[src/hour_meter_pkg.sv]
package hour_meter_pkg;
	// register byte offsets
	localparam logic [7:0] OFS_CTRL = 8'h00;
	localparam logic [7:0] OFS_SET_HI = 8'h04;
	localparam logic [7:0] OFS_SET_LO = 8'h08;
	localparam logic [7:0] OFS_CUR_HI = 8'h0c;
	localparam logic [7:0] OFS_CUR_LO = 8'h10;
	localparam logic [7:0] OFS_STATUS = 8'h14;
	localparam logic [7:0] OFS_NV_HI = 8'h18;
	localparam logic [7:0] OFS_NV_LO = 8'h1c;
	// ctrl fields
	localparam int CTRL_UNIT_BIT = 0;
	localparam int CTRL_RUN_BIT = 1;
	localparam int CTRL_CLR_BIT = 2;
	localparam int CTRL_RETAIN_BIT = 3;
	// status fields
	localparam int STAT_OUT_BIT = 0;
	localparam int STAT_SAVE_BUSY_BIT = 1;
	// field limits and reset values
	localparam logic [14:0] HOUR_MAX = 15'h7fff;
	localparam logic [5:0] SUB_MAX = 6'h3b;
	localparam logic [14:0] HOUR_RST = 15'h0000;
	localparam logic [5:0] SUB_RST = 6'h00;
	// time base: one second at 250 MHz
	localparam int CLK_MHZ = 250;
	localparam int TICK_US = 1000000;
	localparam int TICK_CYCLES = TICK_US * CLK_MHZ;
	// save period: one hour keeps nonvolatile writes well under 10000 per year of heavy use
	localparam int SAVE_SECONDS = 3600;
	localparam int NV_FIRST = 197;
	localparam int NV_LAST = 200;
	// resolution modes
	typedef enum logic {
		UNIT_HHMM = 1'b0,
		UNIT_MMSS = 1'b1
	} unit_t;
endpackage

[src/elapsed_time_meter_block.sv]
// Implementation choices: the register offsets and the APB slave port.
`timescale 1ns/1ps
module elapsed_time_meter_block
	import hour_meter_pkg::*;
#(
	parameter int INSTANCE = 197,
	parameter int TICK_LEN = TICK_CYCLES,
	parameter int SAVE_LEN = SAVE_SECONDS
) (
	// clock and reset
	input wire logic pclk,
	input wire logic presetn,
	input wire logic ce,
	// apb slave
	input wire logic psel,
	input wire logic penable,
	input wire logic pwrite,
	input wire logic [7:0] paddr,
	input wire logic [31:0] pwdata,
	output logic [31:0] prdata,
	output logic pready,
	output logic pslverr,
	// logic_block pins
	input wire logic run_in,
	input wire logic clear_in,
	output logic meter_out,
	// values for other logic_block instances
	output logic [14:0] set_major,
	output logic [5:0] set_minor,
	output logic [14:0] cur_major,
	output logic [5:0] cur_minor,
	// nonvolatile store port
	output logic nv_write,
	output logic [20:0] nv_wdata,
	input wire logic nv_valid,
	input wire logic [20:0] nv_rdata
);
	// clamp a written field to its legal range
	function automatic logic [5:0] clamp_sub(input logic [31:0] v);
		clamp_sub = (v > 32'(SUB_MAX)) ? SUB_MAX : v[5:0];
	endfunction

	logic unit_ff;
	logic sw_run_ff;
	logic sw_clr_ff;
	logic [14:0] set_hi_ff;
	logic [5:0] set_lo_ff;
	logic [14:0] cur_hi_ff;
	logic [5:0] cur_lo_ff;
	logic out_ff;
	logic [31:0] prdata_ff;
	logic [31:0] save_cnt_ff;
	logic dirty_ff;
	logic nv_write_ff;
	logic restored_ff;
	logic [14:0] nxt_hi;
	logic [5:0] nxt_lo;

	// bus decode; register map, one aligned 32-bit word each:
	//   ctrl    : unit select, software run, software clear, retain flag (read only)
	//   set_hi  : target major field, writes above the top value clamp to the top
	//   set_lo  : target minor field, writes above 59 clamp to 59
	//   cur_hi  : current major field, read only
	//   cur_lo  : current minor field, read only
	//   status  : output level and save-pending flag
	//   nv_hi/lo: reserved for the store, they read as zero and ignore writes
	// flat compares keep the decode one gate level deep at 250 MHz
	wire acc = psel & penable;
	wire wr = acc & pwrite & ce;
	wire rd = acc & ~pwrite & ce;
	wire hit = (paddr == OFS_CTRL) | (paddr == OFS_SET_HI) | (paddr == OFS_SET_LO) |
		(paddr == OFS_CUR_HI) | (paddr == OFS_CUR_LO) | (paddr == OFS_STATUS) |
		(paddr == OFS_NV_HI) | (paddr == OFS_NV_LO);
	wire wr_ctrl = wr & (paddr == OFS_CTRL);
	wire wr_set_hi = wr & (paddr == OFS_SET_HI);
	wire wr_set_lo = wr & (paddr == OFS_SET_LO);
	wire retain = (INSTANCE >= NV_FIRST) && (INSTANCE <= NV_LAST);

	// effective controls: pin or software bit
	// the software bits let a host exercise the meter with the pins idle;
	// a held clear masks run so the tick divider also pauses while clearing
	wire clr = clear_in | sw_clr_ff;
	wire run = (run_in | sw_run_ff) & ~clr;
	wire tick;

	// one-second strobe; the divider keeps its partial count over stops,
	// so short on/off bursts still add up to whole seconds
	// limitation: a clear does not drop the partial second in the divider
	hm_tick_gen #(
		.CYCLES(TICK_LEN)
	) u_tick (
		.pclk(pclk),
		.presetn(presetn),
		.ce(ce),
		.run(run),
		.tick(tick)
	);

	// minor field rolls to zero after 59 and carries into major; mm:ss carries sub into minutes
	wire lo_wrap = (cur_lo_ff == SUB_MAX);
	logic [5:0] sec_ff;
	logic [5:0] nxt_sec;
	// in hh:mm mode a seconds prescaler counts to a minute before the minor field moves
	wire sec_wrap = (sec_ff == SUB_MAX);
	wire step = tick & ((unit_ff == UNIT_MMSS) | sec_wrap);
	assign nxt_sec = (tick & (unit_ff == UNIT_HHMM)) ? (sec_wrap ? SUB_RST : sec_ff + 6'h1) : sec_ff;

	// next count: clear first, then a step of the minor field
	// clear is checked before step so a clear held with run keeps zero
	// the minor field wraps at 59 and carries into the major field
	// at the very top the count pins at its largest value instead of wrapping,
	// otherwise the output would drop back off after a long run
	always_comb begin
		nxt_hi = cur_hi_ff;
		nxt_lo = cur_lo_ff;
		if (clr) begin
			nxt_hi = HOUR_RST;
			nxt_lo = SUB_RST;
		end else if (step) begin
			// major field saturates so it never wraps back under the target
			nxt_lo = lo_wrap ? SUB_RST : cur_lo_ff + 6'h1;
			if (lo_wrap && cur_hi_ff != HOUR_MAX) begin
				nxt_hi = cur_hi_ff + 15'h1;
			end else if (lo_wrap) begin
				nxt_lo = SUB_MAX;
			end
		end
	end

	// output compare is combinational on the registered count, then registered
	wire reached = {cur_hi_ff, cur_lo_ff} >= {set_hi_ff, set_lo_ff};

	// count registers
	// in a retain instance the first word offered by the store after reset replaces the count,
	// unless clear is held then: a held clear always wins and the word is dropped
	// the seconds prescaler is only meaningful in hh:mm mode
	// and is zeroed by clear so a cleared meter starts on a whole minute
	always_ff @(posedge pclk or negedge presetn) begin
		if (!presetn) begin
			cur_hi_ff <= HOUR_RST;
			cur_lo_ff <= SUB_RST;
			sec_ff <= SUB_RST;
		end else if (ce) begin
			if (!restored_ff && nv_valid && retain && !clr) begin
				cur_hi_ff <= nv_rdata[20:6];
				cur_lo_ff <= nv_rdata[5:0];
			end else begin
				cur_hi_ff <= nxt_hi;
				cur_lo_ff <= nxt_lo;
			end
			sec_ff <= clr ? SUB_RST : nxt_sec;
		end
	end

	// restore happens once, the first time the store offers data
	// later offers are ignored so a chattering store cannot rewind the count
	always_ff @(posedge pclk or negedge presetn) begin
		if (!presetn) begin
			restored_ff <= 1'b0;
		end else if (ce && nv_valid) begin
			restored_ff <= 1'b1;
		end
	end

	// setup registers written by software
	// out-of-range targets clamp rather than fault, so a careless write
	// still leaves a reachable target behind
	// the write strobe already carries the clock enable
	always_ff @(posedge pclk or negedge presetn) begin
		if (!presetn) begin
			unit_ff <= UNIT_HHMM;
			sw_run_ff <= 1'b0;
			sw_clr_ff <= 1'b0;
			set_hi_ff <= HOUR_RST;
			set_lo_ff <= SUB_RST;
		end else begin
			if (wr_ctrl) begin
				unit_ff <= pwdata[CTRL_UNIT_BIT];
				sw_run_ff <= pwdata[CTRL_RUN_BIT];
				sw_clr_ff <= pwdata[CTRL_CLR_BIT];
			end
			if (wr_set_hi) begin
				set_hi_ff <= pwdata[31:15] != 17'h0 ? HOUR_MAX : pwdata[14:0];
			end
			if (wr_set_lo) begin
				set_lo_ff <= clamp_sub(pwdata);
			end
		end
	end

	// output register
	// the output is a plain compare, so a clear below target turns it off again
	// trade-off: one cycle of lag behind the count for a glitch-free pin
	always_ff @(posedge pclk or negedge presetn) begin
		if (!presetn) begin
			out_ff <= 1'b0;
		end else if (ce) begin
			out_ff <= reached;
		end
	end

	// save only at a slow period and only if the count changed, to spare write endurance
	// the period counts seconds of running, not wall time, so an idle meter never writes
	// dirty marks a count not yet in the store; a step in the save cycle is
	// folded into that save because the word is taken one cycle later
	// limitation: a power loss loses up to one save period of counting
	wire save_due = (save_cnt_ff == 32'(SAVE_LEN - 1));
	always_ff @(posedge pclk or negedge presetn) begin
		if (!presetn) begin
			save_cnt_ff <= 32'h0;
			dirty_ff <= 1'b0;
			nv_write_ff <= 1'b0;
		end else if (ce) begin
			nv_write_ff <= 1'b0;
			if (tick) begin
				save_cnt_ff <= save_due ? 32'h0 : save_cnt_ff + 32'h1;
			end
			if (tick && save_due && (dirty_ff || step) && retain) begin
				nv_write_ff <= 1'b1;
				dirty_ff <= 1'b0;
			end else if (step || clr) begin
				dirty_ff <= 1'b1;
			end
		end
	end

	// read data register
	// read data is captured in the setup cycle so the access phase needs no wait
	// unknown and store offsets read as zero
	// frozen with the rest of the state while the clock enable is low
	always_ff @(posedge pclk or negedge presetn) begin
		if (!presetn) begin
			prdata_ff <= 32'h0;
		end else if (ce && psel && !penable && !pwrite) begin
			case (paddr)
				OFS_CTRL: prdata_ff <= {28'h0, retain, sw_clr_ff, sw_run_ff, unit_ff};
				OFS_SET_HI: prdata_ff <= {17'h0, set_hi_ff};
				OFS_SET_LO: prdata_ff <= {26'h0, set_lo_ff};
				OFS_CUR_HI: prdata_ff <= {17'h0, cur_hi_ff};
				OFS_CUR_LO: prdata_ff <= {26'h0, cur_lo_ff};
				OFS_STATUS: prdata_ff <= {30'h0, dirty_ff, out_ff};
				default: prdata_ff <= 32'h0;
			endcase
		end
	end

	// apb answer: zero wait states, error on unmapped address
	// read data is forced to zero outside a read access so the shared
	// read bus of a larger map can simply or the slaves together
	assign pready = 1'b1;
	assign pslverr = acc & ~hit;
	assign prdata = rd ? prdata_ff : 32'h0;

	// pins and exported values
	// the major and minor fields mean hours and minutes in hh:mm mode,
	// minutes and seconds in mm:ss mode; the store word is the count as one value
	assign meter_out = out_ff;
	assign set_major = set_hi_ff;
	assign set_minor = set_lo_ff;
	assign cur_major = cur_hi_ff;
	assign cur_minor = cur_lo_ff;
	assign nv_write = nv_write_ff;
	assign nv_wdata = {cur_hi_ff, cur_lo_ff};
endmodule

[src/hm_tick_gen.sv]
`timescale 1ns/1ps
// divides the scan clock down to a one-second strobe
module hm_tick_gen
	import hour_meter_pkg::*;
#(
	parameter int CYCLES = TICK_CYCLES
) (
	// clock and reset
	input wire logic pclk,
	input wire logic presetn,
	input wire logic ce,
	// control
	input wire logic run,
	output logic tick
);
	logic [31:0] cnt_ff;
	logic [31:0] nxt_cnt;
	wire last = (cnt_ff == 32'(CYCLES - 1));

	// counter only advances while running, so partial seconds are kept over stops
	assign nxt_cnt = last ? 32'h0 : cnt_ff + 32'h1;
	assign tick = ce & run & last;

	always_ff @(posedge pclk or negedge presetn) begin
		if (!presetn) begin
			cnt_ff <= 32'h0;
		end else if (ce && run) begin
			cnt_ff <= nxt_cnt;
		end
	end
endmodule

[config.mk]
export PLATFORM = sky130hd
export DESIGN_NAME = elapsed_time_meter_block
export DESIGN_NICKNAME = d
export VERILOG_FILES = /design/src/hour_meter_pkg.sv /design/src/elapsed_time_meter_block.sv /design/src/hm_tick_gen.sv
export SDC_FILE = /design/constraint.sdc
export NUM_CORES = 1
export LEC_CHECK = 0
export BUFFER_PORTS_ARGS = -buffer_cell sky130_fd_sc_hd__buf_4
export CORE_MARGIN = 5
export CORE_UTILIZATION = 55
export DETAILED_ROUTE_END_ITERATION = 8
export PLACE_DENSITY = 0.81
export REMOVE_ABC_BUFFERS = 1
export SLEW_MARGIN = 15
export SYNTH_ARGS = -nofsm -noshare
export SYNTH_HDL_FRONTEND = slang
export SYNTH_SLANG_ARGS = --single-unit
[constraint.sdc]
create_clock -name pclk -period 2.4 [get_ports pclk]
set_input_delay 0.72 -clock pclk [delete_from_list [all_inputs] [get_ports pclk]]
set_output_delay 0.72 -clock pclk [all_outputs]
set_load 0.01 [all_outputs]
# Word level (Yosys, flattened, before mapping)
# Cells that the tools add are included.
# Widths: inputs -> output; s select.
# totals
reg_bits	151
latchBits	0
mem_bits_rw	0
romBits	0
output_inout_bits	99
word_cells	111
n_memories	0
# classes
add_sub_neg	5
multipliers	0
n_div	0
n_lt_le_gt_ge	2
eq_ne	12
n_shift	0
muxes	22
bitwise	28
n_reduce_logical	27
# ops
operator	n
$mux 32	3
$pmux 15 s6	1
$mux 15	5
$add 32x1->32 const B	2
$mux 6	10
$eq 32x12->1 const B	1
$eq 32x28->1 const B	1
$eq 8x5->1 const B	4
$gt 32x6->1 const B	1
$ge 21x21->1	1
$reduce_bool 17->1	1
$eq 8x4->1 const B	2
$add 15x1->15 const B	1
$ne 15x15->1 const B	1
$and 1x1->1	14
$add 6x1->6 const B	2
$eq 6x6->1 const B	2
$logic_and 1x1->1	10
$or 1x1->1	10
$eq 8x3->1 const B	1
$logic_not 8->1	1
$reduce_and 2->1	4
$reduce_bool 3->1	2
$logic_not 1->1	4
other kinds (5)	12

# Logic depth before layout (Yosys ltp)
# depth
depth_word	10
mapped_depth	8
mapped_depth_nobuf	8

# Modules after synthesis
# Synthesis repeated with hierarchy kept, for this count alone.
# unflattened
cells_unflattened	873
hier_area_um2	8067.7
# modules_own_cells
module	instances	cells_per_inst	area_per_inst_um2	seq_area_each_um2
elapsed_time_meter_block	1	691	6329.8	2552.4
hm_tick_gen	1	182	1737.9	800.8

# Worst setup path before layout
# OpenSTA, ideal clock, no wires.
# synth_timing
path_kind	input to register
startpoint	input ce
endpoint	register save_cnt_ff[22]
arrival_ns	2.365
required_ns	2.321
setup_slack_ns	-0.044
path_stages	8
path_buffers	2
path_cell_list	buf_4 -> o21a_1 -> nand4_4 -> or3_1 -> buf_2 -> or3_4 -> nor3_2 -> xor2_1
# synth_between
elab_chain_cells	3
# synth_rtl
element	line	rtl
start, declared	elapsed_time_meter_block.sv:13	input wire logic ce,
$and 1x1->1 (2 in series)	hm_tick_gen.sv:22	assign tick = ce & run & last;
$reduce_and 2->1 (no line) (*)	-	
end signal, assigned	elapsed_time_meter_block.sv:216	save_cnt_ff <= save_due ? 32'h0 : save_cnt_ff + 32'h1;
end, declared	elapsed_time_meter_block.sv:52	logic [31:0] save_cnt_ff;
# Every way passes the cells marked *; elsewhere a longest branch is shown, timed or not.
# A chain may end at the register's enable or synchronous reset.

# Worst setup path in the final report
# layout_timing
startpoint	input psel
endpoint	output prdata[10]
# layout_between
elab_chain_cells	4
# layout_rtl
element	line	rtl
start, declared	elapsed_time_meter_block.sv:15	input wire logic psel,
$and 1x1->1	elapsed_time_meter_block.sv:68	wire acc = psel & penable;
$and 1x1->1 (2 in series)	elapsed_time_meter_block.sv:70	wire rd = acc & ~pwrite & ce;
$mux 32	elapsed_time_meter_block.sv:252	assign prdata = rd ? prdata_ff : 32'h0;
end, declared	elapsed_time_meter_block.sv:20	output logic [31:0] prdata,
# No other way between the ends.

==> flow_metrics.py <==
metrics = {
    "clock_network": {
        "post_cts_buffers": 0,
        "cts_inserted_buffers": 17,
        "insertion_delay_ns": 0.42,
        "cts_htree_levels": 4,
        "clk_pin_slew_ns": 0.05,
        "cts_root_buf": "clkbuf_16",
        "clock-sinks": 134,
        "cts_tree": "done",
        "clock_path_buffers": 2,
        "hold_buffers": 0,
    },
    "synth": {
        "yosys.area_share.xor_xnor_pct": 5.28,
        "yosysSeqAreaShare_pct": 43.0,
        "synth_top_flop_cell": "dfrtp_1",
        "synth_area_leaders": "dfrtp_1 43%, o21ai_0 5.2%, nand2_1 4.4%, ha_1 4.2%, buf_4 3.9%",
        "synth-simple-area-share_pct": 23.6,
        "synth_top_cell_by_area": "dfrtp_1",
        "synth_cells": 859,
        "yosysWarnings": 0,
        "synth-edff-count": 0,
        "ys_types": 67,
        "synth_top_family_by_area": "simple AND/OR/NAND/NOR gates",
        "synth_mux_area_share_pct": 1.62,
        "yosys.area_share.adder_pct": 4.17,
        "synth_compound_area_share_pct": 15.3,
        "avgSynthCellArea_um2": 9.07,
        "synth_top_area_share_pct": 43.0,
        "async_flop_share_pct": 100,
        "synth-seq-cells": 134,
        "netlist_area_um2": 7790,
    },
    "layout": {
        "final_nets": 1125,
        "fillers": 1085,
        "diodes": 0,
        "drive_gt1_share_pct": 25.3,
        "fin_area_um2": 9860,
        "synthToLayoutAreaGrowth_pct": 26.5,
    },
    "timing": {
        "rsz0062_at_grt": "false",
        "setup_viol": 0,
        "fin_skew_ns": 0.00824,
        "worst_slack_ns": 0.0654,
        "fin_crit_sh_pct": 97.3,
        "worst_pin_slew_ns": 0.739,
        "drv_slew": 0,
        "period_needed_ns": 2.33,
        "hold_viol_final": 0,
        "max_freq_mhz": 428,
        "max-slew-margin-rel_pct": 50.8,
    },
    "placed_design": {
        "postPlaceCellArea_um2": 9270,
        "gp_congestion": 0.962,
        "hpwl_mm": 15.7,
        "pre_cts_ws_ns": -0.0676,
        "io_buffers": 150,
    },
    "setup_path": {
        "crit_type": "in2out",
        "cp_cell_sequence": "buf_4, nand2_2, nor3b_4, buf_6, and2_1, buf_4",
        "crit_path_max_incr_delay_ns": 0.27,
        "rrSetupSlack_ns": 0.19,
        "cpMostUsedCell": "buf_4",
        "start_kind": "primary input",
        "cp-end-kind": "output port",
        "cp-endpoint": "prdata[10]",
        "startpoint": "psel",
        "reg2reg_from": "u_tick.cnt_ff[19]",
        "critPathSlowestCell": "nor3b_4",
        "reg2reg_to": "save_cnt_ff[4]",
        "rr_worst_depth": 5,
        "crit_fanout": 8,
        "arrival_ns": 1.61,
        "cp.required_ns": 1.68,
    },
    "global_routing": {
        "grt_max_degree": 135,
        "grt_pass1_vias": 7002,
        "grt_usage_pct": 26.4,
        "grt_antenna_before_repair": 0,
        "grt_pass1_wl_mm": 35.0,
        "grt.overflow.total": 0,
    },
    "floorplan": {
        "core_um2": 13900,
        "start_util_pct": 56.1,
        "dieHeight_um": 129,
        "dieArea_um2": 16700,
        "dieWidth_um": 129,
        "row_count": 43,
        "ios": 169,
    },
    "pwr": {
        "ir_drop_uv": 470,
        "power_density_nw_per_um2": 542,
        "leakage_nw": 4.59,
    },
    "drt": {
        "avgViaCountPerCell": 5.98,
        "first_pass_iters": 5,
        "detail-route-antenna-nets": 0,
        "first_iter_violations": 757,
        "finalWirelength_mm": 21.7,
        "avgRoutedWirePerCell_um": 17.9,
        "vias": 7282,
        "drc": 0,
    },
    "min_path": {
        "min_path_type": "in2async",
    },
    "job": {
        "maxCapViolCount": 0,
    },
    "status": {
        "outcome": "completed",
    },
}
==> worst min path at each step <==
stage / startpoint / end / slack, ns
3_3_place_gp: prdata_ff[13] / prdata_ff[13] / 0.45
5_1_grt: presetn / set_minor[4] / 0.47
4_1_cts: presetn / set_minor[3] / 0.46
3_5_place_dp: restored_ff / restored_ff / 0.45
6_report: presetn / set_minor[3] / 0.39
2_1_floorplan: presetn / cur_major[0] / 0.42
==> power by group <==
group          internal, mW  switching [mW]
clock                  1.45           0.912
sequential             2.31          0.0599
combinational         0.279           0.327
==> critical path: cells and delay by family <==
kind	cells	cell delay, ns
simple gates	3	0.49
buf+inv	3	0.40
==> metal layers <==
| layer | vias to the layer above | routed length, um | GRT usage [%] | share of wire, % |
|---|---|---|---|---|
| li1 | 3370 | - | - | - |
| met1 | 3538 | 9500 | 36.7 | 44 |
| met2 | 316 | 9960 | 40.3 | 46 |
| met3 | 58 | 1590 | 5.36 | 7.3 |
| met4 | 0 | 687 | 11.7 | 3.2 |
| met5 | - | 0 | 0 | 0 |
==> layout make-up <==
| class | count | area (um^2) | share of cell area (%) |
|---|---|---|---|
| Multi-Input combinational cell | 639 | 4030 | 40.9 |
| Clock buffer | 24 | 512 | 5.19 |
| Sequential cell | 134 | 3350 | 34.0 |
| Clock inverter | 3 | 20.0 | 0.203 |
| Tap cell | 180 | 225 | 2.28 |
| Timing Repair Buffer | 203 | 1590 | 16.1 |
| Inverter | 34 | 128 | 1.29 |
==> cells in the final DEF, fill, tap and decap left out, types with 7 or more instances in the layout <==
cell type,count
buf_4,195
dfrtp_1,134
nand2_1,91
o21ai_0,81
nor2_1,54
nand3_1,39
inv_1,34
xnor2_1,30
a21oi_1,27
ha_1,26
and3_1,24
nor3_1,23
nand4_1,23
a22oi_1,21
o22a_1,19
conb_1,18
nor4_1,17
xor2_1,17
clkbuf_16,17
and2_1,14
mux2i_1,7
a31oi_1,7
nor2b_1,7
==> synth_stat cells (2+ instances only) <==
library cell	count
nand4b_1	2
a22oi_1	21
conb_1	2
nor3b_1	4
a32oi_1	4
nand4_1	23
xnor2_1	30
or2_2	2
nand2_1	92
a31oi_1	7
mux2i_1	7
a22o_1	3
or4_1	2
and3_1	24
xor2_1	17
o31ai_1	4
ha_1	26
nand3_1	39
a21o_1	4
a21oi_1	27
nor4b_1	8
buf_2	4
o22ai_1	4
and4_1	4
nand2b_1	3
or3_1	5
nor4_1	20
clkbuf_1	23
nor2_1	54
inv_1	34
o22a_1	19
o211ai_1	3
a211o_1	2
mux2_2	3
and2_1	20
buf_4	40
nor3_1	24
nor2b_1	7
o21ai_0	81
dfrtp_1	134
==> what timing repair did <==
item | CTS | global route
endpoints found under the setup margin | 5 | 28
gates resized for setup | 3 | 19
pin swaps | 0 | 7
gates cloned | 1 | 0
==> state kept, by name (all words and copies together) (netlist names), 6 cells and up <==
register       flops
set_major         15
cur_major         15
cur_minor          6
prdata_ff         15
save_cnt_ff       32
set_minor          6
sec_ff             6
u_tick.cnt_ff     32
==> stage by stage <==
| stage | total power, mW | hold WS (ns) | cells | setup TNS [ns] | util (%) |
|---|---|---|---|---|---|
| floorplan | 2.65 | 0.424 | 807 | -6.93 | - |
| global placement | 2.99 | 0.454 | 1190 | 0 | 66.8 |
| detailed placement | 3.00 | 0.453 | 1190 | -0.353 | 66.8 |
| CTS | 5.36 | 0.456 | 1218 | -0.0101 | 70.7 |
| global route | 5.55 | 0.468 | 1217 | 0 | 71.0 |
| finish | 5.35 | 0.388 | 1217 | 0 | 71.0 |
==> logic make-up (layout without fill, tap and decap cells) <==
kind of cell / Yosys count / after routing
DFF: 134 / 134
and+or+nand+nor: 346 / 346
buffers and inverters: 102 / 264
xor gates and xnor gates: 47 / 47
AOI/OAI and AO/OA: 191 / 191
muxes: 11 / 11
adders and majority gates: 26 / 26
other: 2 / 18
Power figures use the tool's default switching activity.
